## src/rtl/baud_pkg.sv

```systemverilog
package baud_pkg;

    // device register map, addressed through the device's own port
    localparam logic [31:0] CONTROL_ADDR = 32'hfffff283;
    localparam logic [31:0] ADJUST_ADDR = 32'hfffff284;
    localparam logic [7:0] CONTROL_RESET = 8'h00;
    localparam logic [7:0] ADJUST_RESET = 8'h00;

    // baud_control fields
    localparam int DIV_LSB = 0;
    localparam int SRC_LSB = 4;
    localparam int FEN_BIT = 6;
    localparam int TOP_BIT = 7;
    // baud_fraction_adjust field
    localparam int K_LSB = 0;

    // clock source codes
    localparam logic [1:0] SRC_TAP_0 = 2'h0;
    localparam logic [1:0] SRC_TAP_2 = 2'h1;
    localparam logic [1:0] SRC_TAP_8 = 2'h2;
    localparam logic [1:0] SRC_TAP_32 = 2'h3;

    // prescaler timing: tap 0 period in system clocks, then each tap is four times the one before
    localparam logic [7:0] TAP0_CYCLES = 8'h02;
    localparam int TAP_COUNT = 4;
    localparam int TAP_STEP_BITS = 2;

    localparam logic [3:0] DIV_CODE_16 = 4'h0;
    localparam logic [3:0] DIV_CODE_1 = 4'h1;
    localparam logic [3:0] DIV_CODE_2 = 4'h2;
    localparam logic [4:0] FRACTION_BASE = 5'h10;

    // controller register map on APB
    localparam logic [7:0] CTRL_OFS = 8'h00;
    localparam logic [7:0] ADJ_OFS = 8'h04;
    localparam logic [7:0] MODE_OFS = 8'h08;
    localparam logic [7:0] STAT_OFS = 8'h0c;
    localparam int STAT_ADJUSTED_BIT = 0;
    localparam int STAT_COUNT_LSB = 16;

    // code 0000 stands for a divisor of sixteen
    function automatic logic [4:0] divisorN(input logic [3:0] code);
        divisorN = (code == DIV_CODE_16) ? 5'h10 : {1'b0, code};
    endfunction

    // fraction only applies with K nonzero and N from 2 to 15
    function automatic logic fractionLegal(input logic [3:0] code, input logic [3:0] k);
        fractionLegal = (k != 4'h0) && (code != DIV_CODE_16) && (code != DIV_CODE_1);
    endfunction

endpackage

```

## src/rtl/baud_link_if.sv

```systemverilog
`timescale 1ns/10ps
`default_nettype none
interface baud_link_if (
    input wire logic clk,
    input wire logic rst_n
);
    logic wrEn;
    logic rdEn;
    logic [31:0] addr;
    logic [7:0] wdata;
    logic [7:0] rdata;
    logic rdValid;
    logic baudTick;

    modport device (
        input clk,
        input rst_n,
        input wrEn,
        input rdEn,
        input addr,
        input wdata,
        output rdata,
        output rdValid,
        output baudTick
    );

    modport host (
        input clk,
        input rst_n,
        output wrEn,
        output rdEn,
        output addr,
        output wdata,
        input rdata,
        input rdValid,
        input baudTick
    );
endinterface
`default_nettype wire

```

## src/rtl/baud_host_ctrl.sv

```systemverilog
// What this block and the generator do together
// - clock source code picks tap 0, 2, 8, 32
// - divisor code 0000 means sixteen
// - fraction off: divide selected clock by N
// - fraction on: divide by N+(16-K)/16 average
// - divisor one without fraction only in UART
// - no divisor one with fraction in UART
// - I/O interface mode uses divisor two upward
// - write K before setting fraction enable
// - no fraction with N of 16 or 1
// - fraction enable cleared in I/O interface mode
//
// The APB interface to the registers was decided locally.
`timescale 1ns/10ps
`default_nettype none
module baud_host_ctrl
    import baud_pkg::*;
(
    baud_link_if.host link,
    input wire logic psel,
    input wire logic penable,
    input wire logic pwrite,
    input wire logic [7:0] paddr,
    input wire logic [31:0] pwdata,
    output logic [31:0] prdata,
    output logic pready,
    output logic pslverr,
    output logic uartMode
);
    typedef enum logic [1:0] {
        ST_IDLE,
        ST_DEVICE,
        ST_REPLY
    } host_state_t;

    host_state_t state_q;
    logic [31:0] prdata_q;
    logic pready_q;
    logic pslverr_q;
    logic wrEn_q;
    logic rdEn_q;
    logic [31:0] addr_q;
    logic [7:0] wdata_q;
    logic uart_q;
    logic [3:0] kShadow_q;
    logic adjusted_q;
    logic [15:0] tickCount_q;
    logic request;
    logic isCtrl;
    logic isAdj;
    logic isMode;
    logic isStat;
    logic mapped;
    logic [7:0] ctrlSafe;
    logic [7:0] modeSafe;
    logic [7:0] ctrlShadow_q;

    assign request = psel && penable && (state_q == ST_IDLE);
    assign isCtrl = (paddr == CTRL_OFS);
    assign isAdj = (paddr == ADJ_OFS);
    assign isMode = (paddr == MODE_OFS);
    assign isStat = (paddr == STAT_OFS);
    assign mapped = isCtrl || isAdj || isMode || isStat;

    // a control value is made legal for the given mode and K before it reaches the generator
    function automatic logic [7:0] legalControl(input logic [7:0] raw, input logic uart, input logic [3:0] k);
        logic [3:0] div;
        logic fen;
        div = raw[DIV_LSB +: 4];
        if (!uart && div == DIV_CODE_1) begin
            div = DIV_CODE_2;
        end
        fen = raw[FEN_BIT] && uart;
        if (!fractionLegal(div, k)) begin
            // K still zero means it was not written first
            fen = 1'b0;
        end
        legalControl = 8'h00;
        legalControl[DIV_LSB +: 4] = div;
        legalControl[SRC_LSB +: 2] = raw[SRC_LSB +: 2];
        legalControl[FEN_BIT] = fen;
    endfunction

    assign ctrlSafe = legalControl(pwdata[7:0], uart_q, kShadow_q);
    // a mode change re-judges the last control value under the new mode
    assign modeSafe = legalControl(ctrlShadow_q, pwdata[0], kShadow_q);

    always_ff @(posedge link.clk or negedge link.rst_n) begin
        if (!link.rst_n) begin
            state_q <= ST_IDLE;
        end else begin
            case (state_q)
                ST_IDLE: begin
                    if (request) begin
                        state_q <= ((isCtrl || isAdj) && !pwrite) ? ST_DEVICE : ST_REPLY;
                    end
                end
                ST_DEVICE: begin
                    // a device read waits here for the link's answer
                    if (link.rdValid) begin
                        state_q <= ST_REPLY;
                    end
                end
                ST_REPLY: begin
                    state_q <= ST_IDLE;
                end
                default: begin
                    state_q <= ST_IDLE;
                end
            endcase
        end
    end

    always_ff @(posedge link.clk or negedge link.rst_n) begin
        if (!link.rst_n) begin
            pready_q <= 1'b0;
            pslverr_q <= 1'b0;
            prdata_q <= 32'h00000000;
        end else begin
            pready_q <= 1'b0;
            pslverr_q <= 1'b0;
            if (request && !((isCtrl || isAdj) && !pwrite)) begin
                pready_q <= 1'b1;
                pslverr_q <= !mapped;
                if (!pwrite && isMode) begin
                    prdata_q <= {31'h00000000, uart_q};
                end else if (!pwrite && isStat) begin
                    prdata_q <= {tickCount_q, 15'h0000, adjusted_q};
                end else begin
                    prdata_q <= 32'h00000000;
                end
            end else if (state_q == ST_DEVICE && link.rdValid) begin
                pready_q <= 1'b1;
                prdata_q <= {24'h000000, link.rdata};
            end
        end
    end

    // device port strobes last one cycle; address and data stay until the next access
    always_ff @(posedge link.clk or negedge link.rst_n) begin
        if (!link.rst_n) begin
            wrEn_q <= 1'b0;
            rdEn_q <= 1'b0;
            addr_q <= CONTROL_ADDR;
            wdata_q <= 8'h00;
        end else begin
            wrEn_q <= request && pwrite && (isCtrl || isAdj || isMode);
            rdEn_q <= request && !pwrite && (isCtrl || isAdj);
            if (request && (isCtrl || isAdj)) begin
                addr_q <= isCtrl ? CONTROL_ADDR : ADJUST_ADDR;
                wdata_q <= isCtrl ? ctrlSafe : {4'h0, pwdata[K_LSB +: 4]};
            end else if (request && pwrite && isMode) begin
                // a setting legal in one mode may be illegal in the other
                addr_q <= CONTROL_ADDR;
                wdata_q <= modeSafe;
            end
        end
    end

    always_ff @(posedge link.clk or negedge link.rst_n) begin
        if (!link.rst_n) begin
            ctrlShadow_q <= CONTROL_RESET;
        end else if (request && pwrite && isCtrl) begin
            ctrlShadow_q <= ctrlSafe;
        end else if (request && pwrite && isMode) begin
            ctrlShadow_q <= modeSafe;
        end
    end

    always_ff @(posedge link.clk or negedge link.rst_n) begin
        if (!link.rst_n) begin
            kShadow_q <= 4'h0;
            uart_q <= 1'b0;
            adjusted_q <= 1'b0;
        end else if (request && pwrite) begin
            if (isAdj) begin
                kShadow_q <= pwdata[K_LSB +: 4];
            end
            if (isMode) begin
                uart_q <= pwdata[0];
            end
            if (isCtrl) begin
                adjusted_q <= (ctrlSafe != pwdata[7:0]);
            end
        end
    end

    // a tick in the very cycle of a clearing write still counts
    always_ff @(posedge link.clk or negedge link.rst_n) begin
        if (!link.rst_n) begin
            tickCount_q <= 16'h0000;
        end else if (request && pwrite && isStat) begin
            tickCount_q <= {15'h0000, link.baudTick};
        end else if (link.baudTick) begin
            tickCount_q <= tickCount_q + 16'h0001;
        end
    end

    assign prdata = prdata_q;
    assign pready = pready_q;
    assign pslverr = pslverr_q;
    assign uartMode = uart_q;
    assign link.wrEn = wrEn_q;
    assign link.rdEn = rdEn_q;
    assign link.addr = addr_q;
    assign link.wdata = wdata_q;
endmodule
`default_nettype wire

```

## src/flat_wrapper.sv

```systemverilog
// flat-port wrapper written by rule: the top's interface ports become plain ports
module baud_host_ctrl_flat import baud_pkg::*;
  (psel, penable, pwrite, paddr, pwdata, prdata, pready, pslverr, uartMode, clk, rst_n, link_wrEn, link_rdEn, link_addr, link_wdata, link_rdata, link_rdValid, link_baudTick);
  baud_link_if link_i (.clk(clk), .rst_n(rst_n));
  input wire logic psel;
  input wire logic penable;
  input wire logic pwrite;
  input wire logic [7:0] paddr;
  input wire logic [31:0] pwdata;
  output logic [31:0] prdata;
  output logic pready;
  output logic pslverr;
  output logic uartMode;
  input wire logic clk;
  input wire logic rst_n;
  output wire logic [$bits(link_i.wrEn)-1:0] link_wrEn;
  output wire logic [$bits(link_i.rdEn)-1:0] link_rdEn;
  output wire logic [$bits(link_i.addr)-1:0] link_addr;
  output wire logic [$bits(link_i.wdata)-1:0] link_wdata;
  input wire logic [$bits(link_i.rdata)-1:0] link_rdata;
  input wire logic [$bits(link_i.rdValid)-1:0] link_rdValid;
  input wire logic [$bits(link_i.baudTick)-1:0] link_baudTick;
  assign link_wrEn = link_i.wrEn;
  assign link_rdEn = link_i.rdEn;
  assign link_addr = link_i.addr;
  assign link_wdata = link_i.wdata;
  assign link_i.rdata = link_rdata;
  assign link_i.rdValid = link_rdValid;
  assign link_i.baudTick = link_baudTick;
  baud_host_ctrl u_core (.link(link_i), .psel(psel), .penable(penable), .pwrite(pwrite), .paddr(paddr), .pwdata(pwdata), .prdata(prdata), .pready(pready), .pslverr(pslverr), .uartMode(uartMode));
endmodule
```

## config.mk

```make
export PLATFORM = sky130hd
export DESIGN_NAME = baud_host_ctrl_flat
export DESIGN_NICKNAME = d
export VERILOG_FILES = /design/src/rtl/baud_pkg.sv /design/src/rtl/baud_link_if.sv /design/src/rtl/baud_host_ctrl.sv /design/src/flat_wrapper.sv
export SDC_FILE = /design/constraint.sdc
export NUM_CORES = 1
export LEC_CHECK = 0
export BUFFER_PORTS_ARGS = -buffer_cell sky130_fd_sc_hd__buf_2
export CORE_UTILIZATION = 50
export DETAILED_ROUTE_END_ITERATION = 12
export PLACE_DENSITY = 0.82
export SLEW_MARGIN = 25
export SYNTH_ARGS = -nofsm -noshare
export SYNTH_HDL_FRONTEND = slang
export SYNTH_SLANG_ARGS = --single-unit
```

## constraint.sdc

```tcl
create_clock -name clk -period 5.71 [get_ports clk]
set_input_delay 1.142 -clock clk [delete_from_list [all_inputs] [get_ports clk]]
set_output_delay 1.142 -clock clk [all_outputs]
set_load 0.005 [all_outputs]
```

==> qor.txt, run 1 <==
status: complete, no violations
largest area contributor in the netlist: sky130_fd_sc_hd__dfrtp_1
Routed WL: 6580 um
syn avg cell area: 10.5 sq um
Max transition margin: 34.3%
first-pass GRT wire length: 11100 um
total global routing track utilization: 20.3%
setup bufs post-CTS: 0
biggest area contributors in the synthesized netlist: sky130_fd_sc_hd__dfrtp_1, sky130_fd_sc_hd__buf_4, sky130_fd_sc_hd__a22o_1, sky130_fd_sc_hd__mux2_2, sky130_fd_sc_hd__nand2_1
post-detailed-route via-to-cell ratio: 5.40
DRC violations left: 0
final hold violation count: 0
source-to-sink clock delay at the later pin of the worst-skew pair: 0.33 ns
number of synthesized register bits: 68
Critical-path top delay cell: sky130_fd_sc_hd__nor4_1
global placement routability congestion: 0.880
Setup Viol. Count Final: 0
hold-fix buffers at CTS: 0
vias in the first global route: 2405
Post-Syn Area: 3290 sq um
initial antenna violation count: 0
Die Footprint: 6910 sq um
clock sink count: 68
slack of the critical path: 2.61 ns
number of resized instances in the post-cts repair step: 0
Max rail drop VDD: 0.000142 V
starting density of the core: 51.8%
count of fill cells added during filler insertion: 499
most frequently used cell type in the post-synthesis netlist: sky130_fd_sc_hd__dfrtp_1
RSZ-0062 raised after global routing: false
total inserted antenna cells: 0
detailed-router iteration count before antenna repair: 4
first-iteration detailed-routing DRC count: 137
number of placement rows: 29
Post-synth top cells: sky130_fd_sc_hd__dfrtp_1, sky130_fd_sc_hd__buf_4, sky130_fd_sc_hd__nand2_1
Setup crit end kind: flop
post-detailed-route count of antenna-violating nets: 0
post-layout net count: 440
critical path data arrival time: 3.36 ns
fraction of the cycle the final worst path needs: 54.3%
post-placement setup slack: 2.32 ns
max-cap violations: 0
number of warnings reported in the yosys synthesis log: 0
family with the most delay on the worst path: simple AND/OR/NAND/NOR gates
power dissipated by switching net loads: 0.000280 W
final worst clock skew: 0.00783 ns
Slew Limit Fails: 0
maximum fanout along the worst path: 15
buffer type at the clock tree root: sky130_fd_sc_hd__clkbuf_8
power consumption: 0.00111 W
share of layout cells above drive strength 1: 26.8%
core area: 6350 sq um
PD cells: 292 nW/um^2
P_int: 0.000825 W
vertical die dimension: 83.1 um
startpoint type of the worst setup path: input port
Area growth, synth to finish: 15.0%
sum of buffers and inverters on the critical path: 1
critical path class: in -> reg
H-tree depth reported by CTS: 3
I/O pins: 132
Primary FF master, synth: sky130_fd_sc_hd__dfrtp_1
part of the power in registers: 49.9%
slew at the pin closest to its max-slew limit: 0.982 ns
count of cell types in the netlist: 46
gate count after technology mapping: 314
data required time at the worst endpoint: 5.97 ns
summed negative setup slack over all endpoints: 0 ns
FFs w/ async S/R, synth: 100%
Net Sw Frac: 25.4%
Clock Power Share: 39.9%
CTS buffer count: 9
Lkg Pwr: 1.92 nW
Hold/Removal Path Class: reg -> reg
maximum number of pins on one net before global-route repair: 69
share of the synthesized area in the top cell type: 51.0%
Post-synth EDFFs: 0
peak per-stage delay on the critical path: 0.71 ns
HPWL reported at the end of detailed placement: 4600 um
Highest Clock Rate: 323 MHz
share of the yosys chip area belonging to registers: 51.8%
CTS tree: done
Logic pwr share: 10.2%
Clock Pin Slew Worst Setup and Hold Paths: 0.07 ns
residual overflow from global routing: 0
Port Buffer Count: 69
number of buffers on the longest clock path: 2
Via Count: 2513
Horiz. Die Dim: 83.1 um
cells traversed along the worst timing path: buf_2, nor4_1, nand4_1, or3_1, a31oi_1
post-detailed-route wirelength per cell: 14.2 um
min cycle time layout: 3.10 ns
cell families (layout without fill, tap and decap cells):
group | after synthesis | in the layout | synth area share (%)
compound gates | 62 | 62 | 13.4
xor+xnor | 12 | 12 | 3.20
fa+ha+maj | 1 | 1 | 0.380
buf+inv | 56 | 94 | 11.0
flops | 68 | 68 | 51.8
mux | 13 | 13 | 4.30
other cells | 2 | 38 | 0.228
simple gates | 100 | 100 | 15.7
layout make-up:
type	instances	area, sq um	share of cell area (%)
clock inverters	4	72.6	1.92
well taps	77	96.3	2.55
multi-input cells	226	1370	36.2
inverters	8	30.0	0.794
flip-flops and latches	68	1700	45.0
clock buffers	11	151	4.00
repair buffers	71	360	9.53
cells in the final DEF (no fill, tap or decap), types with 2 or more instances in the layout:
| cell type | n |
|---|---|
| sky130_fd_sc_hd__a211oi_1 | 3 |
| sky130_fd_sc_hd__a21oi_1 | 15 |
| sky130_fd_sc_hd__a22o_1 | 16 |
| sky130_fd_sc_hd__a31oi_1 | 3 |
| sky130_fd_sc_hd__and4_1 | 2 |
| sky130_fd_sc_hd__buf_2 | 69 |
| sky130_fd_sc_hd__buf_4 | 2 |
| sky130_fd_sc_hd__bufinv_16 | 2 |
| sky130_fd_sc_hd__clkbuf_8 | 11 |
| sky130_fd_sc_hd__conb_1 | 38 |
| sky130_fd_sc_hd__dfrtp_1 | 67 |
| sky130_fd_sc_hd__inv_1 | 8 |
| sky130_fd_sc_hd__mux2_2 | 9 |
| sky130_fd_sc_hd__mux2i_1 | 4 |
| sky130_fd_sc_hd__nand2_1 | 27 |
| sky130_fd_sc_hd__nand3_1 | 7 |
| sky130_fd_sc_hd__nand3b_1 | 3 |
| sky130_fd_sc_hd__nand4_1 | 9 |
| sky130_fd_sc_hd__nor2_1 | 24 |
| sky130_fd_sc_hd__nor3_1 | 4 |
| sky130_fd_sc_hd__nor4_1 | 5 |
| sky130_fd_sc_hd__o21ai_0 | 11 |
| sky130_fd_sc_hd__o22a_1 | 2 |
| sky130_fd_sc_hd__o31ai_1 | 4 |
| sky130_fd_sc_hd__or2_2 | 2 |
| sky130_fd_sc_hd__or3_1 | 4 |
| sky130_fd_sc_hd__or4_1 | 4 |
| sky130_fd_sc_hd__xnor2_1 | 7 |
| sky130_fd_sc_hd__xor2_1 | 5 |
final timing paths:
check / from / cells after the start / slack (ns) / endpoint
hold / removal: u_core.link.wdata[3] / 2 / 0.48 / u_core.link.wdata[3]
max in group asynchronous: rst_n / 2 / 4.18 / u_core.tickCount_q[15]
hold reg to reg: u_core.link.wdata[3] / 2 / 0.48 / u_core.link.wdata[3]
setup / recovery: paddr[5] / 5 / 2.61 / u_core.link.wdata[6]
min in group asynchronous: rst_n / 2 / 0.99 / u_core.prdata[26]
setup reg to reg: u_core.state_q[1] / 4 / 3.19 / u_core.link.wdata[6]
sequential cells by signal (all words and copies together), names as in the netlist:
register	count
u_core.adjusted_q	1
u_core.link.wdata	7
u_core.link.addr	2
u_core.uartMode	1
u_core.pready	1
u_core.link.rdEn	1
u_core.pslverr	1
u_core.kShadow_q	4
u_core.prdata	24
u_core.ctrlShadow_q	7
u_core.state_q	2
u_core.tickCount_q	16
u_core.link.wrEn	1
metal layers:
metal / share of wire (%) / routed length [um] / vias to the layer above / track usage (%)
met1: 46 / 3010 / 1217 / 26.3
met2: 48 / 3140 / 99 / 31.7
met4: 1.7 / 113 / 0 / 12.4
met5: 0 / 0 / - / 0
li1: - / - / 1184 / -
met3: 5.0 / 327 / 13 / 3.88
power by group through the flow:
stage          sequential [W]  clock (W)  combinational, W
4_1_cts              0.000551   0.000452          0.000114
5_1_grt              0.000555   0.000472          0.000132
3_5_place_dp         0.000560          0          0.000113
6_report             0.000552   0.000441          0.000112
3_3_place_gp         0.000558          0          0.000107
2_1_floorplan        0.000545          0         0.0000960
metrics by stage:
step	hold slack [ns]	area [sq um]	util [%]	std cells
after floorplan	0.450	3420	-	350
after global placement	0.461	3550	55.9	450
after detailed placement	0.471	3550	56.0	450
after CTS	0.487	3780	59.5	465
after global routing	0.523	3780	59.6	465
final	0.481	3780	59.6	465
worst reg2reg max path, stage by stage (launching register included):
cell	delay (ns)
sky130_fd_sc_hd__dfrtp_1	0.43
sky130_fd_sc_hd__nor4bb_1	0.61
sky130_fd_sc_hd__nand4_1	0.70
sky130_fd_sc_hd__or3_1	0.56
sky130_fd_sc_hd__a31oi_1	0.16
No activity file was read; power rests on OpenSTA's default activity.
==> run 2: changes to the inputs <==
CORE_UTILIZATION = 48   (was 50)
PLACE_DENSITY = 0.79   (was 0.82)
clock period = 3 ns   (was 5.71 ns; I/O delays follow)
==> run 2 against run 1 <==
The run now ends with design-rule violations left. Cell area about the same. First-iteration DRC count up 26%. Flip-flop and latch count unchanged. Via count up 0.84%. Global-route usage up 0.44 points. Combinational power up 96%. Power up 74%. Die area up 4.1%. Non-clock buffer count up 8.
==> qor.txt, run 2 (synthesis gave the netlist of run 1 again) <==
status: finished with violations (was complete, no violations)
violations in the final reports: design-rule violations
detailed-router iteration count before antenna repair: 9 (was 4)
total global routing track utilization: 20.8% (was 20.3%)
post-detailed-route count of antenna-violating nets: 0 (unchanged)
number of resized instances in the post-cts repair step: 0 (unchanged)
peak per-stage delay on the critical path: 0.63 ns (was 0.71 ns)
HPWL reported at the end of detailed placement: 5010 um (was 4600 um)
startpoint type of the worst setup path: input port (unchanged)
setup bufs post-CTS: 0 (unchanged)
Critical-path top delay cell: sky130_fd_sc_hd__or4_1 (was sky130_fd_sc_hd__nor4_1)
Max transition margin: 62.3% (was 34.3%)
Area growth, synth to finish: 14.9% (was 15.0%)
PD cells: 510 nW/um^2 (was 292 nW/um^2)
placed standard-cell area: 3610 sq um (was 3550 sq um)
slew at the pin closest to its max-slew limit: 0.561 ns (was 0.982 ns)
Worst Hold Slack: 0.247 ns (was 0.481 ns)
Routed WL: 6910 um (was 6580 um)
share of layout cells above drive strength 1: 27.0% (was 26.8%)
hold-fix buffers at CTS: 0 (unchanged)
most frequent standard cell in the layout excluding fill and tap cells: sky130_fd_sc_hd__buf_2 (unchanged)
Horiz. Die Dim: 84.8 um (was 83.1 um)
core area: 6490 sq um (was 6350 sq um)
post-layout net count: 448 (was 440)
Lkg Pwr: 1.93 nW (was 1.92 nW)
starting density of the core: 50.6% (was 51.8%)
count of fill cells added during filler insertion: 565 (was 499)
Clock Pin Slew Worst Setup and Hold Paths: 0.07 ns (about the same)
RSZ-0062 raised after global routing: false (unchanged)
total inserted antenna cells: 0 (unchanged)
placed cell count: 458 (was 450)
number of buffers on the longest clock path: 2 (unchanged)
number of placement rows: 29 (unchanged)
initial antenna violation count: 0 (unchanged)
DRC violations left: 10 (was 0)
residual overflow from global routing: 0 (unchanged)
buffer type at the clock tree root: sky130_fd_sc_hd__clkbuf_8 (unchanged)
vertical die dimension: 84.8 um (was 83.1 um)
CTS tree: done (unchanged)
Slew Limit Fails: 0 (unchanged)
non-filler cells, final: 473 (was 465)
power consumption: 0.00193 W (was 0.00111 W)
fraction of the cycle the final worst path needs: 75.1%
final hold violation count: 0 (unchanged)
Via Count: 2534 (was 2513)
Max rail drop VDD: 0.000248 V (was 0.000142 V)
maximum fanout along the worst path: 7 (was 15)
post-detailed-route via-to-cell ratio: 5.36 (was 5.40)
maximum number of pins on one net before global-route repair: 44 (was 69)
max-cap violations: 0 (unchanged)
Setup Viol. Count Final: 0 (unchanged)
Die Footprint: 7190 sq um (was 6910 sq um)
critical path class: in -> reg (unchanged)
I/O pins: 132 (unchanged)
cell area after layout: 3780 sq um (about the same)
Highest Clock Rate: 444 MHz
post-detailed-route wirelength per cell: 14.6 um (was 14.2 um)
H-tree depth reported by CTS: 3 (unchanged)
cells traversed along the worst timing path: buf_2, or4_4, or4_1, or3_1, o22a_1 (was buf_2, nor4_1, nand4_1, or3_1, a31oi_1)
global placement routability congestion: 0.926 (was 0.880)
Port Buffer Count: 69 (unchanged)
first-iteration detailed-routing DRC count: 172 (was 137)
clock sink count: 68 (unchanged)
source-to-sink clock delay at the later pin of the worst-skew pair: 0.33 ns (about the same)
min cycle time layout: 2.25 ns
final worst clock skew: 0.00708 ns (was 0.00783 ns)
data required time at the worst endpoint: 3.22 ns (was 5.97 ns)
first-pass GRT wire length: 11600 um (was 11100 um)
Setup crit end kind: flop (unchanged)
number of flip-flops in the largest register: 24 (unchanged)
critical path data arrival time: 2.47 ns (was 3.36 ns)
vias in the first global route: 2357 (was 2405)
Hold/Removal Path Class: in -> async (was reg -> reg)
CTS buffer count: 9 (unchanged)
commonest cells after routing, fill and taps aside: sky130_fd_sc_hd__buf_2, sky130_fd_sc_hd__dfrtp_1, sky130_fd_sc_hd__conb_1 (unchanged)
summed negative setup slack over all endpoints: 0 ns (unchanged)
==> run 2: cell types whose count changed in the layout (fill, tap and decap cells not counted), sizes merged <==
cell	delta
clkbuf	+3
bufinv	-2
buf	+8
clkinv	-1
==> run 2: final timing paths <==
kind                       slack (ns)                      to                 start  cells past startpoint
setup / recovery                 0.75  u_core.ctrlShadow_q[1]              paddr[7]                      5
hold / removal                   0.25    u_core.link.wdata[3]                 rst_n                      1
setup reg to reg                 0.83  u_core.ctrlShadow_q[1]     u_core.state_q[1]                      4
hold reg to reg                  0.48    u_core.link.wdata[2]  u_core.link.wdata[2]                      2
max in group asynchronous        2.16       u_core.prdata[22]                 rst_n                      2
min in group clk                 0.48       u_core.state_q[0]          link_rdValid                      2
==> run 2: critical path: cells and delay by family <==
family / cells / cell delay [ns]
compound gates: 1 / 0.20
buf+inv: 1 / 0.11
simple gates: 3 / 1.55
==> run 2: layout make-up <==
class / instances / area, sq um / area share, %
tap: 77 / 96.3 / 2.55
multi-input combinational: 226 / 1360 / 35.9
inverter: 8 / 30.0 / 0.794
sequential: 68 / 1700 / 45.0
clock inverter: 1 / 7.51 / 0.199
timing repair buffer: 79 / 423 / 11.2
clock buffer: 14 / 163 / 4.30
==> run 2: metal layers <==
layer	routed length, um	vias up	track usage, %
li1	-	1195	-
met1	3000	1214	28.2
met2	3360	115	32.2
met3	463	10	4.42
met4	85	0	9.40
met5	0	-	0
==> run 2: metrics by stage <==
step | setup slack, ns | utilization, %
after CTS | 0.777 | 58.2
after floorplan | 0.631 | -
final | 0.748 | 58.2
after global placement | 0.459 | 55.6
after global routing | 0.722 | 58.2
after detailed placement | 0.423 | 55.6
==> run 2: power breakdown <==
part           switching (W)  internal (W)  leakage (nW)
Combinational       0.000129     0.0000903         0.923
Clock               0.000314      0.000342        0.0828
Sequential         0.0000767      0.000976         0.929
Total               0.000520       0.00141          1.93
==> run 3: changes to the inputs <==
ABC_AREA = 1   (was not set)
CORE_UTILIZATION = 45   (was 48)
PLACE_DENSITY = 0.76   (was 0.79)
clock period = 1.9 ns   (was 3 ns; I/O delays follow)
==> run 3 against run 2 <==
The run now ends clean. Critical path depth up 3. Highest routed layer unchanged. Clock power up 57%. Setup slack worse by 0.47 ns. Largest cell class unchanged.
==> qor.txt, run 3 <==
min cycle time layout: 1.62 ns
most frequent standard cell in the layout excluding fill and tap cells: sky130_fd_sc_hd__nand2_1 (was sky130_fd_sc_hd__buf_2)
gate count after technology mapping: 445 (was 314)
Critical Path Most Common Cell: sky130_fd_sc_hd__nor2_1
data required time at the worst endpoint: 2.13 ns (was 3.22 ns)
Setup Viol. Count Final: 0 (unchanged)
Port Buffer Count: 69 (unchanged)
share of layout cells above drive strength 1: 28.2% (was 27.0%)
Horiz. Die Dim: 92.9 um (was 84.8 um)
first-iteration detailed-routing DRC count: 147 (was 172)
critical path class: reg -> reg (was in -> reg)
final hold violation count: 0 (unchanged)
number of resized instances in the post-cts repair step: 0 (unchanged)
FFs w/ async S/R, synth: 100% (unchanged)
Via Count: 3030 (was 2534)
initial antenna violation count: 0 (unchanged)
source-to-sink clock delay at the later pin of the worst-skew pair: 0.34 ns (was 0.33 ns)
Max rail drop VDD: 0.000337 V (was 0.000248 V)
status: complete, no violations (was finished with violations)
fraction of met2 tracks used by global routing: 29.7% (was 32.2%)
number of placement rows: 32 (was 29)
peak per-stage delay on the critical path: 0.42 ns (was 0.63 ns)
Critical-path top delay cell: sky130_fd_sc_hd__dfrtp_1 (was sky130_fd_sc_hd__or4_1)
Primary FF master, synth: sky130_fd_sc_hd__dfrtp_1 (unchanged)
summed negative setup slack over all endpoints: 0 ns (unchanged)
post-detailed-route via-to-cell ratio: 4.84 (was 5.36)
Post-synth EDFFs: 0 (unchanged)
fraction of the cycle the final worst path needs: 85.1%
number of buffers on the longest clock path: 2 (unchanged)
global placement routability congestion: 0.899 (was 0.926)
HPWL reported at the end of detailed placement: 5630 um (was 5010 um)
number of warnings reported in the yosys synthesis log: 0 (unchanged)
startpoint type of the worst setup path: flop (was input port)
starting density of the core: 47.4% (was 50.6%)
share of the yosys chip area belonging to registers: 45.8% (was 51.8%)
setup bufs post-CTS: 0 (unchanged)
detailed-router iteration count before antenna repair: 4 (was 9)
post-detailed-route count of antenna-violating nets: 0 (unchanged)
CTS buffer count: 9 (unchanged)
RSZ-0062 raised after global routing: false (unchanged)
I/O pins: 132 (unchanged)
DRC violations left: 0 (was 10)
total global routing track utilization: 18.1% (was 20.8%)
Slew Limit Fails: 0 (unchanged)
cells traversed along the worst timing path: ha_1, nand2_1, nor2_2, nand2_1, nor2_1, nand3_1, nor2_1, nor2_1 (was buf_2, or4_4, or4_1, or3_1, o22a_1)
family with the most delay on the worst path: simple AND/OR/NAND/NOR gates (unchanged)
Highest Clock Rate: 618 MHz
largest area contributor in the netlist: sky130_fd_sc_hd__dfrtp_1 (unchanged)
placed cell count: 611 (was 458)
Top Usage Layer GRT: met2 (unchanged)
critical path data arrival time: 1.85 ns (was 2.47 ns)
count of cell types in the netlist: 36 (was 46)
number of synthesized register bits: 68 (unchanged)
CTS tree: done (unchanged)
Post-synth top cells: sky130_fd_sc_hd__nand2_1, sky130_fd_sc_hd__dfrtp_1, sky130_fd_sc_hd__inv_1 (was sky130_fd_sc_hd__dfrtp_1, sky130_fd_sc_hd__buf_4, sky130_fd_sc_hd__nand2_1)
residual overflow from global routing: 0 (unchanged)
post-layout net count: 576 (was 448)
Post-Syn Area: 3720 sq um (was 3290 sq um)
vias in the first global route: 2659 (was 2357)
Clock Pin Slew Worst Setup and Hold Paths: 0.07 ns (about the same)
maximum fanout along the worst path: 5 (was 7)
buffer type at the clock tree root: sky130_fd_sc_hd__clkbuf_8 (unchanged)
sum of buffers and inverters on the critical path: 0 (was 1)
Lkg Pwr: 2.35 nW (was 1.93 nW)
non-filler cells, final: 626 (was 473)
total inserted antenna cells: 0 (unchanged)
maximum number of pins on one net before global-route repair: 47 (was 44)
number of flip-flops in the largest register: 24 (unchanged)
commonest cells after routing, fill and taps aside: sky130_fd_sc_hd__nand2_1, sky130_fd_sc_hd__buf_2, sky130_fd_sc_hd__dfrtp_1 (was sky130_fd_sc_hd__buf_2, sky130_fd_sc_hd__dfrtp_1, sky130_fd_sc_hd__conb_1)
slew at the pin closest to its max-slew limit: 0.546 ns (was 0.561 ns)
met3 Track Usage GR: 2.79% (was 4.42%)
GR met1 Demand/Resource: 23.2% (was 28.2%)
share of the synthesized area in the top cell type: 45.1% (was 51.0%)
hold-fix buffers at CTS: 0 (unchanged)
Max transition margin: 63.6% (was 62.3%)
syn avg cell area: 8.35 sq um (was 10.5 sq um)
Area growth, synth to finish: 13.1% (was 14.9%)
Setup crit end kind: flop (unchanged)
first-pass GRT wire length: 12100 um (was 11600 um)
PD cells: 767 nW/um^2 (was 510 nW/um^2)
Die Footprint: 8630 sq um (was 7190 sq um)
max-cap violations: 0 (unchanged)
core area: 7850 sq um (was 6490 sq um)
most frequently used cell type in the post-synthesis netlist: sky130_fd_sc_hd__nand2_1 (was sky130_fd_sc_hd__dfrtp_1)
clock sink count: 68 (unchanged)
H-tree depth reported by CTS: 3 (unchanged)
vertical die dimension: 92.9 um (was 84.8 um)
biggest area contributors in the synthesized netlist: sky130_fd_sc_hd__dfrtp_1, sky130_fd_sc_hd__nand2_1, sky130_fd_sc_hd__buf_4, sky130_fd_sc_hd__inv_1, sky130_fd_sc_hd__nand3_1 (was sky130_fd_sc_hd__dfrtp_1, sky130_fd_sc_hd__buf_4, sky130_fd_sc_hd__a22o_1, sky130_fd_sc_hd__mux2_2, sky130_fd_sc_hd__nand2_1)
final worst clock skew: 0.00876 ns (was 0.00708 ns)
post-detailed-route wirelength per cell: 12.0 um (was 14.6 um)
Hold/Removal Path Class: in -> async (unchanged)
Routed WL: 7520 um (was 6910 um)
## run 3: changes by cell type after synthesis, moves of 7 or more
cell,before,now
sky130_fd_sc_hd__a22o_1,16,0
sky130_fd_sc_hd__inv_1,8,46
sky130_fd_sc_hd__inv_2,0,7
sky130_fd_sc_hd__mux2_2,9,0
sky130_fd_sc_hd__nand2_1,27,88
sky130_fd_sc_hd__nand2_2,0,8
sky130_fd_sc_hd__nand3_1,7,34
sky130_fd_sc_hd__nand3_2,0,12
sky130_fd_sc_hd__nor2_1,24,44
sky130_fd_sc_hd__o21ai_0,11,25
sky130_fd_sc_hd__o21ai_2,0,17
sky130_fd_sc_hd__xnor2_1,7,0
## run 3: cells by family (layout without fill, tap and decap cells)
family,count (synthesis),after routing,share of synthesized area (%)
flops,68,68,45.8
compound gates,60,60,9.96
simple gates,212,212,28.4
buf+inv,102,145,15.3
other cells,2,38,0.202
fa+ha+maj,1,1,0.337
## run 3: through the flow
stage / area, sq um / setup slack (ns) / power, W / hold slack [ns] / utilization (%)
6_report: 4200 / 0.283 / 0.00323 / 0.0218 / 53.6
5_1_grt: 4200 / 0.0856 / 0.00340 / 0.0405 / 53.6
2_1_floorplan: 3850 / 0.474 / 0.00209 / 0.0844 / -
3_5_place_dp: 4040 / 0.209 / 0.00222 / 0.400 / 51.4
4_1_cts: 4200 / 0.321 / 0.00324 / 0.0332 / 53.6
3_3_place_gp: 4040 / 0.235 / 0.00219 / 0.382 / 51.4
## run 3: per-layer routing
metal / routed length [um] / up-vias / share of wire, %
met5: 0 / - / 0
met4: 139 / 0 / 1.8
met3: 325 / 10 / 4.3
met2: 3690 / 84 / 49
met1: 3360 / 1446 / 45
li1: - / 1490 / -
## run 3: layout make-up
type / instances / area [sq um]
Fill cell: 726 / 3640
Clock inverter: 4 / 26.3
Clock buffer: 11 / 141
Timing Repair Buffer: 76 / 423
Tap cell: 102 / 128
Sequential cell: 68 / 1700
Multi-Input combinational cell: 311 / 1580
Inverter: 54 / 203
## run 3: worst paths after layout
kind / startpoint / to / slack, ns / cells past startpoint
max: u_core.tickCount_q[0] / u_core.tickCount_q[14] / 0.28 / 8
min: rst_n / u_core.link.wdata[2] / 0.02 / 1
max reg2reg: u_core.tickCount_q[0] / u_core.tickCount_q[14] / 0.28 / 8
min reg2reg: u_core.state_q[1] / u_core.state_q[0] / 0.48 / 1
max in group asynchronous: rst_n / u_core.tickCount_q[13] / 1.25 / 2
min in group clk: pwrite / u_core.link.rdEn / 0.23 / 2
## run 3: report_power, final
part,internal [W],switching (W)
Sequential,0.00157,0.0000991
Combinational,0.000168,0.000359
Clock,0.000500,0.000531
